<file path="src/logic/gp_timer_defs.svh">
// Constants of the 16-bit timer: register map, field positions, reset values.
// Assumes a 32-bit classic Wishbone bus with byte addresses.
`ifndef GP_TIMER_DEFS_SVH
`define GP_TIMER_DEFS_SVH

// Register byte offsets
`define OFS_COUNT_VALUE 8'h00
`define OFS_PERIOD_VALUE 8'h04
`define OFS_TIMER_CONTROL 8'h08
`define OFS_OSC_CONTROL 8'h0C
`define OFS_IRQ_STATUS 8'h10
`define OFS_IRQ_MASK 8'h14

// timer_control fields
`define CTL_TIMER_ON 15
`define CTL_IDLE_STOP 13
`define CTL_GATE_ACC 6
`define CTL_PS_HI 5
`define CTL_PS_LO 4
`define CTL_EXT_SYNC 2
`define CTL_CLK_SRC 1
`define CTL_WRITE_MASK 16'hA076

// oscillator_control fields
`define OSC_LP_ENABLE 1

// Status and mask bits
`define IRQ_TIMER 0
`define IRQ_WAKE 1
`define IRQ_BITS 2

// Reset values
`define RST_COUNT 16'h0000
`define RST_PERIOD 16'hFFFF
`define RST_CONTROL 16'h0000

// Prescale terminal counts for 1:1, 1:8, 1:64, 1:256
`define PS_LAST_1 8'h00
`define PS_LAST_8 8'h07
`define PS_LAST_64 8'h3F
`define PS_LAST_256 8'hFF

`endif

</file>
<file path="src/logic/gp_timer_pkg.sv">
// Types shared by the timer files.
// Assumes the constants header is included by the files that need numbers.
`default_nettype none
package gp_timer_pkg;

    // Active counting source, one-hot
    typedef enum logic [5:0] {
        MODE_OFF = 6'b00_0001,
        MODE_TIMER = 6'b00_0010,
        MODE_GATED = 6'b00_0100,
        MODE_SYNC = 6'b00_1000,
        MODE_ASYNC = 6'b01_0000,
        MODE_RTC = 6'b10_0000
    } mode_type;

    typedef logic [1:0] ps_sel_type;

endpackage

`default_nettype wire

</file>
<file path="src/logic/gp_timer.sv">
// 16-bit general-purpose timer/counter with gated accumulation and RTC source.
// Assumes one 100 MHz clock that is also the instruction-cycle clock, pins
// synchronous to it, and a classic Wishbone master on the register side.
//
// Function
// - Internal mode counts each instruction cycle to period, then wraps to zero.
// - Idle stops counting when idle stop select is one; resumes after Idle.
// - Synchronous counter counts synchronised rising edges of external clock pin.
// - Asynchronous counter counts every external rising edge, unsynchronised, wraps at period.
// - Asynchronous counter also stops in Idle when idle stop select is one.
// - Gated mode counts instruction cycles only while gate pin is high.
// - Prescaler divides input by 1, 8, 64 or 256 per prescale select.
// - Count write, control write or reset clears the prescaler.
// - With the timer off, writes cannot clear the prescaler.
// - Control writes keep the count; only count writes change it.
// - In Sleep only the on, external, asynchronous configuration and the RTC keep counting.
// - Period match sets the timer flag; interrupt if enabled; software clears.
// - Gated mode also flags on falling edge of the gate input.
// - RTC counts rising edges of the low-power oscillator, wrapping at period.
// - Low-power oscillator enable replaces normal modes, enables carry-out wake event.
// - RTC runs in Sleep; in Idle unless idle stop select is set.
`timescale 1ns/1ps
`default_nettype none
`include "gp_timer_defs.svh"

module gp_timer #(
    parameter int COUNT_WIDTH = 16,
    parameter int PS_WIDTH = 8
) (
    input wire logic clk_i, // system and instruction-cycle clock
    input wire logic rst_i, // synchronous reset, high
    input wire logic wb_cyc_i, // Wishbone cycle
    input wire logic wb_stb_i, // Wishbone strobe
    input wire logic wb_we_i, // Wishbone write enable
    input wire logic [7:0] wb_adr_i, // Wishbone byte address
    input wire logic [3:0] wb_sel_i, // Wishbone byte lanes
    input wire logic [31:0] wb_dat_i, // Wishbone write data
    output logic [31:0] wb_dat_o, // Wishbone read data
    output logic wb_ack_o, // Wishbone acknowledge
    input wire logic ext_clock_gate_pin_i, // external clock or gate pin
    input wire logic lp_osc_i, // 32 kHz low-power oscillator output
    input wire logic cpu_idle_i, // CPU is in Idle
    input wire logic cpu_sleep_i, // CPU is in Sleep
    output logic irq_o, // level interrupt
    output logic wake_o // carry-out wake event pulse
);
    import gp_timer_pkg::*;

    // Elaboration check: a count wider than the two low byte lanes
    // could not be written in one transfer
    if (COUNT_WIDTH < 2 || COUNT_WIDTH > 16) begin : g_bad_count_width
        $error("gp_timer: COUNT_WIDTH must be 2 to 16");
    end

    ////////////////////////////////////////////////////////////////////////////
    // Registers

    logic [COUNT_WIDTH-1:0] count_value;
    logic [COUNT_WIDTH-1:0] period_value;
    logic [15:0] timer_control;
    logic low_power_osc_enable;
    logic [`IRQ_BITS-1:0] irq_status;
    logic [`IRQ_BITS-1:0] irq_mask;

    logic timer_on;
    logic idle_stop_select;
    logic gate_accumulate_enable;
    ps_sel_type prescale_select;
    logic external_sync_select;
    logic clock_source_select;

    assign timer_on = timer_control[`CTL_TIMER_ON];
    assign idle_stop_select = timer_control[`CTL_IDLE_STOP];
    assign gate_accumulate_enable = timer_control[`CTL_GATE_ACC];
    assign prescale_select = timer_control[`CTL_PS_HI:`CTL_PS_LO];
    assign external_sync_select = timer_control[`CTL_EXT_SYNC];
    assign clock_source_select = timer_control[`CTL_CLK_SRC];

    ////////////////////////////////////////////////////////////////////////////
    // Wishbone slave

    logic bus_req;
    logic bus_wr;
    logic wr_count;
    logic wr_period;
    logic wr_control;
    logic wr_osc;
    logic wr_status;
    logic wr_mask;
    logic [31:0] next_rdata;

    // One wait state: ack follows the strobe by one edge, then drops
    assign bus_req = wb_cyc_i && wb_stb_i && !wb_ack_o;
    assign bus_wr = bus_req && wb_we_i;
    assign wr_count = bus_wr && (wb_adr_i == `OFS_COUNT_VALUE);
    assign wr_period = bus_wr && (wb_adr_i == `OFS_PERIOD_VALUE);
    assign wr_control = bus_wr && (wb_adr_i == `OFS_TIMER_CONTROL);
    assign wr_osc = bus_wr && (wb_adr_i == `OFS_OSC_CONTROL);
    assign wr_status = bus_wr && (wb_adr_i == `OFS_IRQ_STATUS);
    assign wr_mask = bus_wr && (wb_adr_i == `OFS_IRQ_MASK);

    // Merge the two low byte lanes into a 16-bit register value
    function automatic logic [15:0] merge16(input logic [15:0] old_val,
                                            input logic [31:0] data,
                                            input logic [3:0] sel);
        logic [15:0] result;
        result = old_val;
        if (sel[0]) begin
            result[7:0] = data[7:0];
        end
        if (sel[1]) begin
            result[15:8] = data[15:8];
        end
        return result;
    endfunction

    always_comb begin
        next_rdata = 32'h0000_0000;
        unique case (wb_adr_i)
            `OFS_COUNT_VALUE: next_rdata[COUNT_WIDTH-1:0] = count_value;
            `OFS_PERIOD_VALUE: next_rdata[COUNT_WIDTH-1:0] = period_value;
            `OFS_TIMER_CONTROL: next_rdata[15:0] = timer_control;
            `OFS_OSC_CONTROL: next_rdata[`OSC_LP_ENABLE] = low_power_osc_enable;
            `OFS_IRQ_STATUS: next_rdata[`IRQ_BITS-1:0] = irq_status;
            `OFS_IRQ_MASK: next_rdata[`IRQ_BITS-1:0] = irq_mask;
            default: next_rdata = 32'h0000_0000;
        endcase
    end

    always_ff @(posedge clk_i) begin
        if (rst_i) begin
            wb_ack_o <= 1'b0;
            wb_dat_o <= 32'h0000_0000;
        end else begin
            wb_ack_o <= bus_req;
            wb_dat_o <= (bus_req && !wb_we_i) ? next_rdata : 32'h0000_0000;
        end
    end

    always_ff @(posedge clk_i) begin
        if (rst_i) begin
            timer_control <= `RST_CONTROL;
        end else if (wr_control) begin
            timer_control <= merge16(timer_control, wb_dat_i, wb_sel_i) & `CTL_WRITE_MASK;
        end
    end

    always_ff @(posedge clk_i) begin
        if (rst_i) begin
            period_value <= COUNT_WIDTH'(`RST_PERIOD);
        end else if (wr_period) begin
            period_value <= COUNT_WIDTH'(merge16(16'(period_value), wb_dat_i, wb_sel_i));
        end
    end

    always_ff @(posedge clk_i) begin
        if (rst_i) begin
            low_power_osc_enable <= 1'b0;
            irq_mask <= '0;
        end else begin
            if (wr_osc && wb_sel_i[0]) begin
                low_power_osc_enable <= wb_dat_i[`OSC_LP_ENABLE];
            end
            if (wr_mask && wb_sel_i[0]) begin
                irq_mask <= wb_dat_i[`IRQ_BITS-1:0];
            end
        end
    end

    ////////////////////////////////////////////////////////////////////////////
    // Pin sampling and edges

    logic ext_sync1;
    logic ext_sync2;
    logic ext_sync3;
    logic ext_prev;
    logic lp_prev;
    logic sync_rise;
    logic async_rise;
    logic lp_rise;
    logic gate_fall;

    always_ff @(posedge clk_i) begin
        if (rst_i) begin
            ext_sync1 <= 1'b0;
            ext_sync2 <= 1'b0;
            ext_sync3 <= 1'b0;
            ext_prev <= 1'b0;
            lp_prev <= 1'b0;
        end else begin
            ext_sync1 <= ext_clock_gate_pin_i;
            ext_sync2 <= ext_sync1;
            ext_sync3 <= ext_sync2;
            ext_prev <= ext_clock_gate_pin_i;
            lp_prev <= lp_osc_i;
        end
    end

    assign sync_rise = ext_sync2 && !ext_sync3;
    assign async_rise = ext_clock_gate_pin_i && !ext_prev;
    assign lp_rise = lp_osc_i && !lp_prev;
    assign gate_fall = !ext_sync2 && ext_sync3;

    ////////////////////////////////////////////////////////////////////////////
    // Mode and input tick

    mode_type mode;
    logic idle_hold;
    logic raw_tick;
    logic ps_tick;
    logic ps_clear;

    always_comb begin
        if (!timer_on) begin
            mode = MODE_OFF;
        end else if (low_power_osc_enable) begin
            mode = (clock_source_select && !gate_accumulate_enable) ? MODE_RTC : MODE_OFF;
        end else if (!clock_source_select) begin
            mode = gate_accumulate_enable ? MODE_GATED : MODE_TIMER;
        end else begin
            mode = external_sync_select ? MODE_SYNC : MODE_ASYNC;
        end
    end

    assign idle_hold = cpu_idle_i && idle_stop_select;

    always_comb begin
        raw_tick = 1'b0;
        unique case (mode)
            MODE_OFF: raw_tick = 1'b0;
            MODE_TIMER: raw_tick = !cpu_sleep_i;
            MODE_GATED: raw_tick = !cpu_sleep_i && ext_sync2;
            MODE_SYNC: raw_tick = !cpu_sleep_i && sync_rise;
            MODE_ASYNC: raw_tick = async_rise;
            MODE_RTC: raw_tick = lp_rise;
        endcase
        if (idle_hold) begin
            raw_tick = 1'b0;
        end
    end

    assign ps_clear = timer_on && (wr_count || wr_control);

    timer_prescaler #(
        .PS_WIDTH(PS_WIDTH)
    ) u_prescaler (
        .clk_i(clk_i),
        .rst_i(rst_i),
        .clear_i(ps_clear),
        .tick_i(raw_tick),
        .ratio_i(prescale_select),
        .tick_o(ps_tick)
    );

    ////////////////////////////////////////////////////////////////////////////
    // Counter

    logic at_period;
    logic at_period_q;
    logic carry_out;

    assign at_period = (count_value == period_value);
    // wrap on the next prescaled tick after the match
    assign carry_out = ps_tick && at_period && !wr_count;

    always_ff @(posedge clk_i) begin
        if (rst_i) begin
            count_value <= COUNT_WIDTH'(`RST_COUNT);
        end else if (wr_count) begin
            count_value <= COUNT_WIDTH'(merge16(16'(count_value), wb_dat_i, wb_sel_i));
        end else if (ps_tick) begin
            count_value <= at_period ? '0 : count_value + COUNT_WIDTH'(1);
        end
    end

    always_ff @(posedge clk_i) begin
        if (rst_i) begin
            at_period_q <= 1'b0;
        end else begin
            at_period_q <= at_period;
        end
    end

    ////////////////////////////////////////////////////////////////////////////
    // Events and interrupt

    logic match_event;
    logic gate_event;
    logic wake_event;
    logic [`IRQ_BITS-1:0] set_bits;
    logic [`IRQ_BITS-1:0] clr_bits;

    // flag on entering a match while running
    assign match_event = timer_on && at_period && !at_period_q;
    assign gate_event = (mode == MODE_GATED) && gate_fall;
    assign wake_event = (mode == MODE_RTC) && carry_out;

    always_comb begin
        set_bits = '0;
        set_bits[`IRQ_TIMER] = match_event || gate_event;
        set_bits[`IRQ_WAKE] = wake_event;
        clr_bits = (wr_status && wb_sel_i[0]) ? wb_dat_i[`IRQ_BITS-1:0] : '0;
    end

    always_ff @(posedge clk_i) begin
        if (rst_i) begin
            irq_status <= '0;
        end else begin
            irq_status <= (irq_status & ~clr_bits) | set_bits;
        end
    end

    always_ff @(posedge clk_i) begin
        if (rst_i) begin
            wake_o <= 1'b0;
        end else begin
            wake_o <= wake_event;
        end
    end

    assign irq_o = |(irq_status & irq_mask);

endmodule // gp_timer

`default_nettype wire

</file>
<file path="src/logic/timer_prescaler.sv">
// Prescaler of the timer input clock: passes one of every 1, 8, 64 or 256 ticks.
// Assumes tick_i is a one-cycle pulse; clear_i has priority over counting.
`timescale 1ns/1ps
`default_nettype none
`include "gp_timer_defs.svh"

module timer_prescaler #(
    parameter int PS_WIDTH = 8
) (
    input wire logic clk_i, // system clock
    input wire logic rst_i, // synchronous reset, high
    input wire logic clear_i, // clear the prescale counter
    input wire logic tick_i, // input clock event
    input wire gp_timer_pkg::ps_sel_type ratio_i, // prescale select
    output logic tick_o // prescaled event, combinational
);
    import gp_timer_pkg::*;

    logic [PS_WIDTH-1:0] count;
    logic [PS_WIDTH-1:0] last;

    // Elaboration check: the widest ratio needs eight counter bits
    if (PS_WIDTH < 8) begin : g_bad_ps_width
        $error("timer_prescaler: PS_WIDTH must be at least 8");
    end

    always_comb begin
        unique case (ratio_i)
            2'd0: last = PS_WIDTH'(`PS_LAST_1);
            2'd1: last = PS_WIDTH'(`PS_LAST_8);
            2'd2: last = PS_WIDTH'(`PS_LAST_64);
            2'd3: last = PS_WIDTH'(`PS_LAST_256);
        endcase
    end

    assign tick_o = tick_i && !clear_i && (count >= last);

    always_ff @(posedge clk_i) begin
        if (rst_i || clear_i) begin
            count <= '0;
        end else if (tick_i) begin
            count <= (count >= last) ? '0 : count + PS_WIDTH'(1);
        end
    end

endmodule // timer_prescaler

`default_nettype wire

</file>
<file path="config.mk">
export PLATFORM = sky130hd
export DESIGN_NAME = gp_timer
export DESIGN_NICKNAME = d
export VERILOG_FILES = /design/src/logic/gp_timer_pkg.sv /design/src/logic/gp_timer.sv /design/src/logic/timer_prescaler.sv
export VERILOG_INCLUDE_DIRS = /design/src /design/src/logic
export SDC_FILE = /design/constraint.sdc
export NUM_CORES = 1
export LEC_CHECK = 0
export BUFFER_PORTS_ARGS = -buffer_cell sky130_fd_sc_hd__clkbuf_2
export CAP_MARGIN = 20
export CORE_MARGIN = 2
export CORE_UTILIZATION = 30
export CTS_CLUSTER_SIZE = 28
export DETAILED_ROUTE_END_ITERATION = 10
export SLEW_MARGIN = 20
export SYNTH_ARGS = -nofsm -noshare
export SYNTH_HDL_FRONTEND = slang
export SYNTH_SLANG_ARGS = --single-unit
</file>
<file path="constraint.sdc">
create_clock -name clk_i -period 2.55 [get_ports clk_i]
set_clock_uncertainty 0.2 [all_clocks]
set_input_delay 0.765 -clock clk_i [delete_from_list [all_inputs] [get_ports clk_i]]
set_output_delay 0.765 -clock clk_i [all_outputs]
set_load 0.01 [all_outputs]
</file>
# After elaboration in Yosys (flattened, before gate mapping)

Index checks and enable logic that the tools add are counted.

Input port bits: 53
Output and inout port bits: 35
Flip-flop bits (word level): 91

Multiplexer cells: 19
Bitwise logic cells: 5
Equality and inequality tests: 17
$lt $le $gt $ge: 1
Reduce and logical (&&, ||, !) cells: 55
Add/sub/neg operators: 2

Operators with widths:

| cell                                           | count |
|---|---|
| 2-to-1 mux 16 bit                              | 3 |
| case mux 14 bit (3 select lines)               | 1 |
| case mux 8 bit (4 select lines)                | 1 |
| logical AND 1 bit                              | 30 |
| 2-to-1 mux 8 bit                               | 3 |
| 2-to-1 mux 6 bit                               | 3 |
| adder 16 x 1 -> 16 bit (second input constant) | 1 |
| == test 16 bit                                 | 1 |
| == test 8 x 4 -> 1 bit (second input constant) | 2 |
| == test 8 x 5 -> 1 bit (second input constant) | 2 |
| case mux 1 bit (6 select lines)                | 2 |
| AND reduction 2 bit                            | 6 |
| zero test 1 bit                                | 11 |
| 2-to-1 mux 5 bit                               | 2 |
| adder 8 x 1 -> 8 bit (second input constant)   | 1 |
| == test 8 x 3 -> 1 bit (second input constant) | 1 |
| >= comparator 8 bit                            | 1 |
| zero test 8 bit                                | 1 |
| == test 6 x 1 -> 1 bit (second input constant) | 1 |
| == test 6 x 2 -> 1 bit (second input constant) | 1 |
| == test 6 x 3 -> 1 bit (second input constant) | 1 |
| == test 6 x 4 -> 1 bit (second input constant) | 1 |
| == test 6 x 5 -> 1 bit (second input constant) | 1 |
| == test 6 bit (second input constant)          | 1 |
| other kinds (15)                               | 21 |

# Logic depth before layout (Yosys ltp)

Gate-level depths: netlist of run 1.

Depth in word-level cells: 14
Gate-level depth with buffers: 10
Mapped depth without buffers: 8

# By module

Synthesis of run 1 repeated with hierarchy kept, for this count alone.

Cell total of the unflattened synthesis: 474
Area total of the unflattened synthesis: 4187.8 um^2

By module, submodules not included:

| module          | instances | cells an instance | area an instance (um^2) |
|---|---|---|---|
| gp_timer        | 1         | 406               | 3537.1 |
| timer_prescaler | 1         | 68                | 650.6 |

# Worst setup path after synthesis of run 1

Ideal clock, no wire load.

Kind: in2reg
Start: input port lp_osc_i
End: register irq_status[1]
Stages: 7
Data arrival time: 2.532 ns
Buffers on the path: 1
Library setup time: 0.071 ns
Slack: -0.253 ns
Cells stage by stage: or4bb_1 a221oi_2 a41o_2 nand4_2 buf_6 or4b_1 a21oi_1

Cells in the longest elaborated chain, start to end: 9

RTL lines:

| what                            | RTL line              | text |
|---|---|---|
| start: declaration              | gp_timer.sv:41        | `input wire logic lp_osc_i,` |
| logical AND 1 bit               | gp_timer.sv:201       | `assign lp_rise = lp_osc_i && !lp_prev;` |
| case mux 1 bit (6 select lines) | gp_timer.sv:229       | `unique case (mode)` |
| 2-to-1 mux 1 bit                | gp_timer.sv:237       | `if (idle_hold) begin` |
| logical AND 1 bit (2 in a row)  | timer_prescaler.sv:36 | `assign tick_o = tick_i && !clear_i && (count >= last);` |
| logical AND 1 bit (2 in a row)  | gp_timer.sv:264       | `assign carry_out = ps_tick && at_period && !wr_count;` |
| logical AND 1 bit               | gp_timer.sv:296       | `assign wake_event = (mode == MODE_RTC) && carry_out;` |
| bitwise OR 2 bit                | gp_timer.sv:309       | `irq_status <= (irq_status & ~clr_bits) \| set_bits;` |
| end signal: assignment          | gp_timer.sv:309       |  |
| end: declaration                | gp_timer.sv:62        | `` logic [`IRQ_BITS-1:0] irq_status; `` |

No other way between the ends.
A chain may end at the register's enable or synchronous reset.

# Worst setup path after layout of run 1

Start: input port ext_clock_gate_pin_i
End: register irq_status[1]

Cells in the longest elaborated chain, start to end: 9

RTL lines:

| what                            | RTL line              | text |
|---|---|---|
| start: declaration              | gp_timer.sv:40        | `input wire logic ext_clock_gate_pin_i,` |
| logical AND 1 bit               | gp_timer.sv:200       | `assign async_rise = ext_clock_gate_pin_i && !ext_prev;` |
| case mux 1 bit (6 select lines) | gp_timer.sv:229       |  |
| 2-to-1 mux 1 bit                | gp_timer.sv:237       |  |
| logical AND 1 bit (2 in a row)  | timer_prescaler.sv:36 |  |
| logical AND 1 bit (2 in a row)  | gp_timer.sv:264       |  |
| logical AND 1 bit               | gp_timer.sv:296       |  |
| bitwise OR 2 bit                | gp_timer.sv:309       |  |

No other way between the ends.

==> results of run 1 <==
==> Yosys cell counts, drive strengths merged (4+ instances only) <==
cell type and n:
and2 8, nor4 8, a22oi 23, a2bb2oi 4, nand3 15, nor2 47, nand4 14, nor3 9
ha 10, and3 6, mux2i 29, or2 4, o32ai 13, a222oi 6, clkbuf 29, a221oi 4
o21ai 7, inv 12, nor2b 6, xnor2 20, buf 21, nand2 50, a21oi 12, nand2b 5
dfxtp 75
==> worst max-delay path, cell delays in order <==
cell and delay, ns:
sky130_fd_sc_hd__clkbuf_2 0.08, sky130_fd_sc_hd__or4b_4 0.46, sky130_fd_sc_hd__a221oi_2 0.28, sky130_fd_sc_hd__a41o_2 0.18
sky130_fd_sc_hd__nand4_4 0.11, sky130_fd_sc_hd__or4b_1 0.51, sky130_fd_sc_hd__a21oi_2 0.15
==> registers in the layout, summed over array words and instances (netlist names) <==
| signal | count |
|---|---|
| count_value | 16 |
| low_power_osc_enable | 1 |
| lp_prev | 1 |
| wb_ack_o | 1 |
| wake_o | 1 |
| wb_dat_o | 16 |
| u_prescaler.count | 8 |
| at_period_q | 1 |
| irq_status | 2 |
| period_value | 16 |
| ext_prev | 1 |
| irq_mask | 2 |
| ext_sync3 | 1 |
| timer_control | 7 |
| ext_sync2 | 1 |
==> how the worst min path moves through the flow <==
stage	endpoint	slack (ns)	start	cells past startpoint
4_1_cts	ext_sync2	0.27	ext_prev	1
2_1_floorplan	ext_sync2	0.24	ext_prev	1
5_1_grt	ext_sync2	0.29	ext_prev	1
6_report	ext_sync2	0.27	ext_prev	1
3_3_place_gp	ext_sync2	0.25	ext_prev	1
3_5_place_dp	ext_sync2	0.26	ext_prev	1
==> power groups by stage <==
stage	Clock, mW	Combinational, mW	Sequential [mW]
floorplan	0	0.0693	1.20
global placement	0	0.118	1.20
detailed placement	0	0.120	1.20
CTS	1.31	0.121	1.18
global route	1.38	0.130	1.18
finish	1.29	0.121	1.18
==> cell type report <==
| cell class | instances | area share |
|---|---|---|
| clock buffer | 9 | 0.0440 |
| inverter | 12 | 0.00880 |
| multi-input combinational | 345 | 0.460 |
| tap | 176 | 0.0430 |
| timing repair buffer | 105 | 0.135 |
| sequential | 75 | 0.293 |
| clock inverter | 7 | 0.0152 |
==> per-layer routing <==
metal | track usage | share of wire | vias up
li1 | - | - | 1815
met4 | 0.0544 | 0.019 | 0
met5 | 0 | 0 | -
met2 | 0.251 | 0.45 | 154
met1 | 0.227 | 0.46 | 1802
met3 | 0.0390 | 0.074 | 13
==> cell families after synthesis <==
kind of cell,synth area share
adders and majority gates,0.0313
and+or+nand+nor,0.228
buffers and inverters,0.0760
other,0.000937
DFF,0.375
muxes,0.0725
AOI/OAI and AO/OA,0.165
xor gates and xnor gates,0.0503
==> repair_timing <==
| action | in CTS | in global routing |
|---|---|---|
| pin swaps | 0 | 2 |
| resized for setup | 2 | 7 |
| endpoints found under the setup margin | 7 | 17 |
| cloned | 0 | 0 |
| buffers inserted | 0 | 1 |
==> impl_summary.txt, run 1 <==
----------------------------------------------------
[Outcome]
  Status ... completed

[Placement]
  Placement Setup Slack ... -0.438 ns
  Gpl congestion ... 0.828
  Number of placed cells counting well taps ... 712
  Number of port buffers ... 53
  Placed Instance Area ... 4760 µm²
  HPWL after detailed placement ... between 8000 and 9000 µm

[STA]
  Minimum clock period after layout ... approximately 2.5 ns
  Setup TNS ... 0 ns
  Worst hold margin ... approximately 0.27 ns
  Max-Slew Margin vs Limit ... 0.508
  Period Utilization, post-route ... 0.965
  Crit path setup slack, layout ... 0.0884 ns
  Final Slew Violations ... 0
  Worst-margin pin slew ... 0.738 ns
  Hold Violations, Final ... 0
  Maximum clock frequency ... between 400 and 500 MHz
  Final setup violation count ... 0
  Unrepaired setup endpoints after global routing ... no

[Die]
  Die width ... 119 µm
  Die ar. ... 14,300 µm²
  Number of rows created at floorplan ... 42
  Die Y-Extent ... between 100 and 150 µm
  Starting density of the core ... 0.305
  Core Footprint ... 13,100 µm²
  Number of primary I/O pins ... 88

[Global route]
  Overall fraction of global-route tracks in use ... 0.164
  Global route overflow ... 0
  Number of antenna violations at the first check in global routing ... 0
  Vias in the first global route ... 3,562
  Largest net degree at the start of global routing ... 31
  First-pass GRT wire length ... 18,600 µm

[Yosys]
  Distinct cells, synth ... 54
  Post-Syn Area per Cell ... roughly 8.6 µm²
  Cells after Synth ... 467
  Area share of the largest cell type after synthesis ... 0.375
  Top cell type by total area after synthesis ... sky130_fd_sc_hd__dfxtp_1
  Seq cells post-synth ... 75
  Synthesis Warnings ... 0
  Largest cells by area after synthesis ... sky130_fd_sc_hd__dfxtp_1 38%, sky130_fd_sc_hd__mux2i_1 7.3%, sky130_fd_sc_hd__nand2_1 4.7%
  Post-synth EDFFs ... 0
  Post-synth design cell area ... around 4000 µm²
  Proportion of synthesized flip-flops having asynchronous set or reset ... 0
  Dominant synthesized flop cell ... sky130_fd_sc_hd__dfxtp_1
  Part of the Yosys area used for sequential elements ... 0.375

[Setup path]
  Data arrival time of the worst path ... between 2 and 3 ns
  Worst R2R Start ... timer_control[4]
  Reg-to-reg setup timing slack ... about 0.11 ns
  Worst setup EP type ... flip-flop
  Depth of the most critical reg-to-reg path ... 9
  Critical path peak fanout ... 6
  Endpoint of the worst-slack reg-to-reg timing path ... count_value[1]
  Sort of element at the start of the critical path ... primary input
  Required time of the worst setup path ... between 2 and 3 ns
  Launch point of the critical path ... ext_clock_gate_pin_i
  End point of the critical path ... irq_status[1]
  Path type of the worst setup path ... primary input to flip-flop

[Final layout]
  Antenna cell count ... 0
  Leading cell type in the layout, fill and taps excluded ... sky130_fd_sc_hd__dfxtp_1
  Final Non-Filler Cells ... around 730
  Fraction of final layout cells with drive strength greater than 1 ... 0.266
  Final design utilization ... 0.390
  Area occupied by registers ... approximately 1500 µm²
  Finished Cell Area ... 5120 µm²
  Nets ... just over 600
  Commonest cells after routing, fill and taps aside ... 75 x sky130_fd_sc_hd__dfxtp_1, 53 x sky130_fd_sc_hd__clkbuf_2, 50 x sky130_fd_sc_hd__nand2_1, 49 x sky130_fd_sc_hd__buf_4, 46 x sky130_fd_sc_hd__nor2_1
  Area occupied by multi-input gates ... roughly 2400 µm²
  Fill cells ... between 1,000 and 1,500
  Area grow syn2layout ... 27.9%

[Power and ir drop]
  Switching power as a share of total power ... 0.234
  Power per unit of standard cell area ... slightly above 500 nW/µm²
  IR drop worst, VDD ... roughly 0.00031 V
  Sequential Power Share ... 0.454
  Total chip power ... roughly 2.6 mW
  Net switching power ... 0.607 mW
  Share of total power in the clock network ... 0.499
  Pint ... 1.98 mW
  Combinational power share ... 0.047
  Static leakage ... 1.88 nW

[Routing]
  Via density per instance ... 5.19
  First drt pass iteration count ... 5
  Final routed DRC violation total ... 0
  Iteration-0 DRC Markers ... about 270
  Antenna-violating nets left ... 0
  Total via count in the routed design ... between 3,000 and 4,000
  Post-DR wirelength/cell ... between 15 and 20 µm
  Detailed Route WL ... around 12,000 µm

[Clocking]
  Number of buffers inserted during clock tree synthesis ... 9
  Number of buffers inserted for hold repair after clock tree synthesis ... 0
  Buffer type at the clock tree root ... sky130_fd_sc_hd__clkbuf_16
  CTS H-tree depth ... 3
  CTS Buffer Depth ... 2
  TritonCTS clock tree ... done
  Reg clk slew, reported paths ... around 0.060 ns
  Total number of clock tree sinks ... 75
  Insertion delay to the later sink of the worst-skew pair ... 0.34 ns

[Hold path]
  Min-Delay Path Class ... flip-flop to flip-flop

[Run]
  Maximum capacitance violations ... 0

----------------------------------------------------
Power figures use the tool's default switching activity.
==> run 2, diff against run 1 <==
CELL_PAD_IN_SITES_DETAIL_PLACEMENT = 1   (was not set)
CELL_PAD_IN_SITES_GLOBAL_PLACEMENT = 1   (was not set)
CTS_CLUSTER_DIAMETER = 30   (was not set)
PLACE_DENSITY_LB_ADDON = 0.1   (was not set)
RECOVER_POWER = 100   (was not set)
==> impl_summary.txt, run 2 (synthesis gave the netlist of run 1 again) <==
----------------------------------------------------
[Setup path]
  Path type of the worst setup path ... primary input to flip-flop (unchanged)
  Critical Path Slowest Stage Cell ... sky130_fd_sc_hd__or4b_4 (was sky130_fd_sc_hd__or4b_1)
  Worst setup EP type ... flip-flop (unchanged)
  Sort of element at the start of the critical path ... primary input (unchanged)
  Required time of the worst setup path ... 2.63 ns (about the same)
  Category of cells accounting for the largest share of critical-path delay ... simple AND/OR/NAND/NOR gates (unchanged)
  Critical path peak fanout ... 5 (was 6)
  Data arrival time of the worst path ... 2.57 ns (was 2.54 ns)
  Cell-by-cell trace of the critical path ... clkbuf_2, or4bb_1, a221oi_4, a41o_2, nand4_4, or4b_4, a21oi_2 (was clkbuf_2, or4b_4, a221oi_2, a41o_2, nand4_4, or4b_1, a21oi_2)
  Reg-to-reg setup timing slack ... 0.10 ns (was 0.11 ns)
  Count of buffering cells on the critical path with inverters included ... 1 (unchanged)
  Maximum single-stage delay on the critical path ... 0.55 ns (was 0.51 ns)

[Global route]
  Largest net degree at the start of global routing ... 28 (was 31)
  Number of antenna violations at the first check in global routing ... 0 (unchanged)
  Global route overflow ... 0 (unchanged)
  Overall fraction of global-route tracks in use ... 0.193 (was 0.164)
  Vias in the first global route ... 3,837 (was 3,562)
  First-pass GRT wire length ... 21,300 µm (was 18,600 µm)

[STA]
  Minimum clock period after layout ... 2.49 ns (was 2.46 ns)
  Period Utilization, post-route ... 0.976 (was 0.965)
  Hold Violations, Final ... 0 (unchanged)
  Final setup violation count ... 0 (unchanged)
  Worst-margin pin slew ... 0.534 ns (was 0.738 ns)
  Max-Slew Margin vs Limit ... 0.644 (was 0.508)
  Worst hold margin ... 0.278 ns (was 0.265 ns)
  Crit path setup slack, layout ... 0.0613 ns (was 0.0884 ns)
  Final Slew Violations ... 0 (unchanged)
  Maximum clock frequency ... 402 MHz (was 406 MHz)

[Clocking]
  CTS Buffer Depth ... 2 (unchanged)
  Reg clk slew, reported paths ... 0.06 ns (about the same)
  Number of buffers inserted for hold repair after clock tree synthesis ... 0 (unchanged)
  Buffer type at the clock tree root ... sky130_fd_sc_hd__clkbuf_16 (unchanged)
  Insertion delay to the later sink of the worst-skew pair ... 0.35 ns (was 0.34 ns)
  CTS H-tree depth ... 3 (unchanged)
  TritonCTS clock tree ... done (unchanged)
  Number of buffers inserted during clock tree synthesis ... 9 (unchanged)
  Total number of clock tree sinks ... 75 (unchanged)

[Routing]
  Sum of met2 wire segment lengths after detailed routing ... 5870 µm (was 5170 µm)
  Antenna-violating nets left ... 0 (unchanged)
  Via density per instance ... 5.15 (was 5.19)
  Detailed Route WL ... 13,100 µm (was 11,600 µm)
  Post-DR wirelength/cell ... 17.9 µm (was 15.9 µm)
  Total via count in the routed design ... 3,774 (was 3,784)
  Highest metal used ... met4 (unchanged)
  Wire length on met1 ... 6380 µm (was 5330 µm)
  Final routed DRC violation total ... 0 (unchanged)
  First drt pass iteration count ... 4 (was 5)
  Iteration-0 DRC Markers ... 153 (was 269)
  Detailed-routed wire length on met3 ... 611 µm (was 858 µm)

[Placement]
  HPWL after detailed placement ... 9820 µm (was 8640 µm)
  Gpl congestion ... 0.801 (was 0.828)
  Placed Instance Area ... 4810 µm² (was 4760 µm²)
  Placement Setup Slack ... -0.366 ns (was -0.438 ns)
  Number of port buffers ... 53 (unchanged)

[Final layout]
  Leading cell type in the layout, fill and taps excluded ... sky130_fd_sc_hd__dfxtp_1 (unchanged)
  Nets ... 616 (was 611)
  Antenna cell count ... 0 (unchanged)
  Fraction of final layout cells with drive strength greater than 1 ... 0.226 (was 0.266)
  Top Registers ... count_value: 16 flops, period_value: 16 flops, wb_dat_o: 16 flops (unchanged)
  Commonest cells after routing, fill and taps aside ... 75 x sky130_fd_sc_hd__dfxtp_1, 50 x sky130_fd_sc_hd__nand2_1, 48 x sky130_fd_sc_hd__buf_4, 47 x sky130_fd_sc_hd__nor2_1, 34 x sky130_fd_sc_hd__clkbuf_2 (was 75 x sky130_fd_sc_hd__dfxtp_1, 53 x sky130_fd_sc_hd__clkbuf_2, 50 x sky130_fd_sc_hd__nand2_1, 49 x sky130_fd_sc_hd__buf_4, 46 x sky130_fd_sc_hd__nor2_1)
  Finished Cell Area ... 5160 µm² (was 5120 µm²)
  Fill cells ... 1,585 (was 1,353)
  Area occupied by registers ... 1500 µm² (unchanged)
  Area grow syn2layout ... 28.9% (was 27.9%)
  Final design utilization ... 0.392 (was 0.390)
  Area occupied by multi-input gates ... 2360 µm² (was 2350 µm²)

[Die]
  Die width ... 119 µm (unchanged)
  Die ar. ... 14,300 µm² (unchanged)
  Starting density of the core ... 0.305 (unchanged)
  Number of primary I/O pins ... 88 (unchanged)
  Core Footprint ... 13,100 µm² (unchanged)
  Die Y-Extent ... 119 µm (unchanged)
  Number of rows created at floorplan ... 42 (unchanged)

[Hold path]
  Min-Delay Path Class ... flip-flop to flip-flop (unchanged)

[Power and ir drop]
  Power per unit of standard cell area ... 517 nW/µm² (was 506 nW/µm²)
  IR drop worst, VDD ... 0.000283 V (was 0.000313 V)
  Static leakage ... 1.85 nW (was 1.88 nW)
  Total chip power ... 2.66 mW (was 2.59 mW)

[Run]
  Maximum capacitance violations ... 0 (unchanged)

[Outcome]
  Status ... completed (unchanged)

----------------------------------------------------
## run 2: changes by cell type in the layout (fill, tap and decap cells not counted), sizes merged
| cell | previous run | this run |
|---|---|---|
| clkbuf | 62 | 67 |
| buf | 52 | 53 |
| bufinv | 1 | 2 |
| clkinv | 4 | 3 |
| clkinvlp | 1 | 0 |
| inv | 13 | 12 |
## run 2: power by group
| part | switching, mW | internal (mW) | total [mW] |
|---|---|---|---|
| clock | 0.519 | 0.850 | 1.37 |
| sequential | 0.00182 | 1.18 | 1.18 |
| combinational | 0.0754 | 0.0422 | 0.118 |
| total | 0.597 | 2.07 | 2.66 |
## run 2: path summary, 6_finish.rpt
check,startpoint,endpoint,cells past startpoint
setup reg to reg,low_power_osc_enable,irq_status[1],6
hold / removal,ext_sync2,ext_sync3,1
hold reg to reg,ext_sync2,ext_sync3,1
setup / recovery,lp_osc_i,irq_status[1],7
## run 2: worst reg2reg max path: cells and delay by family, from the launching register on
| family | cells | cell delay [ns] |
|---|---|---|
| flops | 1 | 0.37 |
| compound gates | 3 | 0.59 |
| simple gates | 3 | 1.22 |
## run 2: area by class of cell
type                            instances  area share
Sequential cell                        75       0.291
Clock buffer                           10      0.0444
Tap cell                              176      0.0427
Inverter                               12     0.00874
Multi-Input combinational cell        345       0.458
Timing Repair Buffer                  110       0.140
Clock inverter                          5      0.0153
## run 2: what timing repair did
action / 4_1_cts / 5_1_grt
buffers inserted: 0 / 2
setup endpoints to repair: 9 / 16
resized for setup: 2 / 15
pin swaps: 0 / 6
hold endpoints to repair: 0 / 0
## run 2: through the flow
stage	setup TNS (ns)	cells
2_1_floorplan	-2.08	482
3_3_place_gp	-5.06	716
3_5_place_dp	-5.93	716
4_1_cts	-0.0303	731
5_1_grt	-0.0330	733
6_report	0	733
## run 2: routing by layer
| metal | GRT usage | vias to the layer above |
|---|---|---|
| met1 | 0.276 | 1853 |
| li1 | - | 1828 |
| met4 | 0.0779 | 0 |
| met3 | 0.0271 | 14 |
| met5 | 0 | - |
| met2 | 0.292 | 79 |
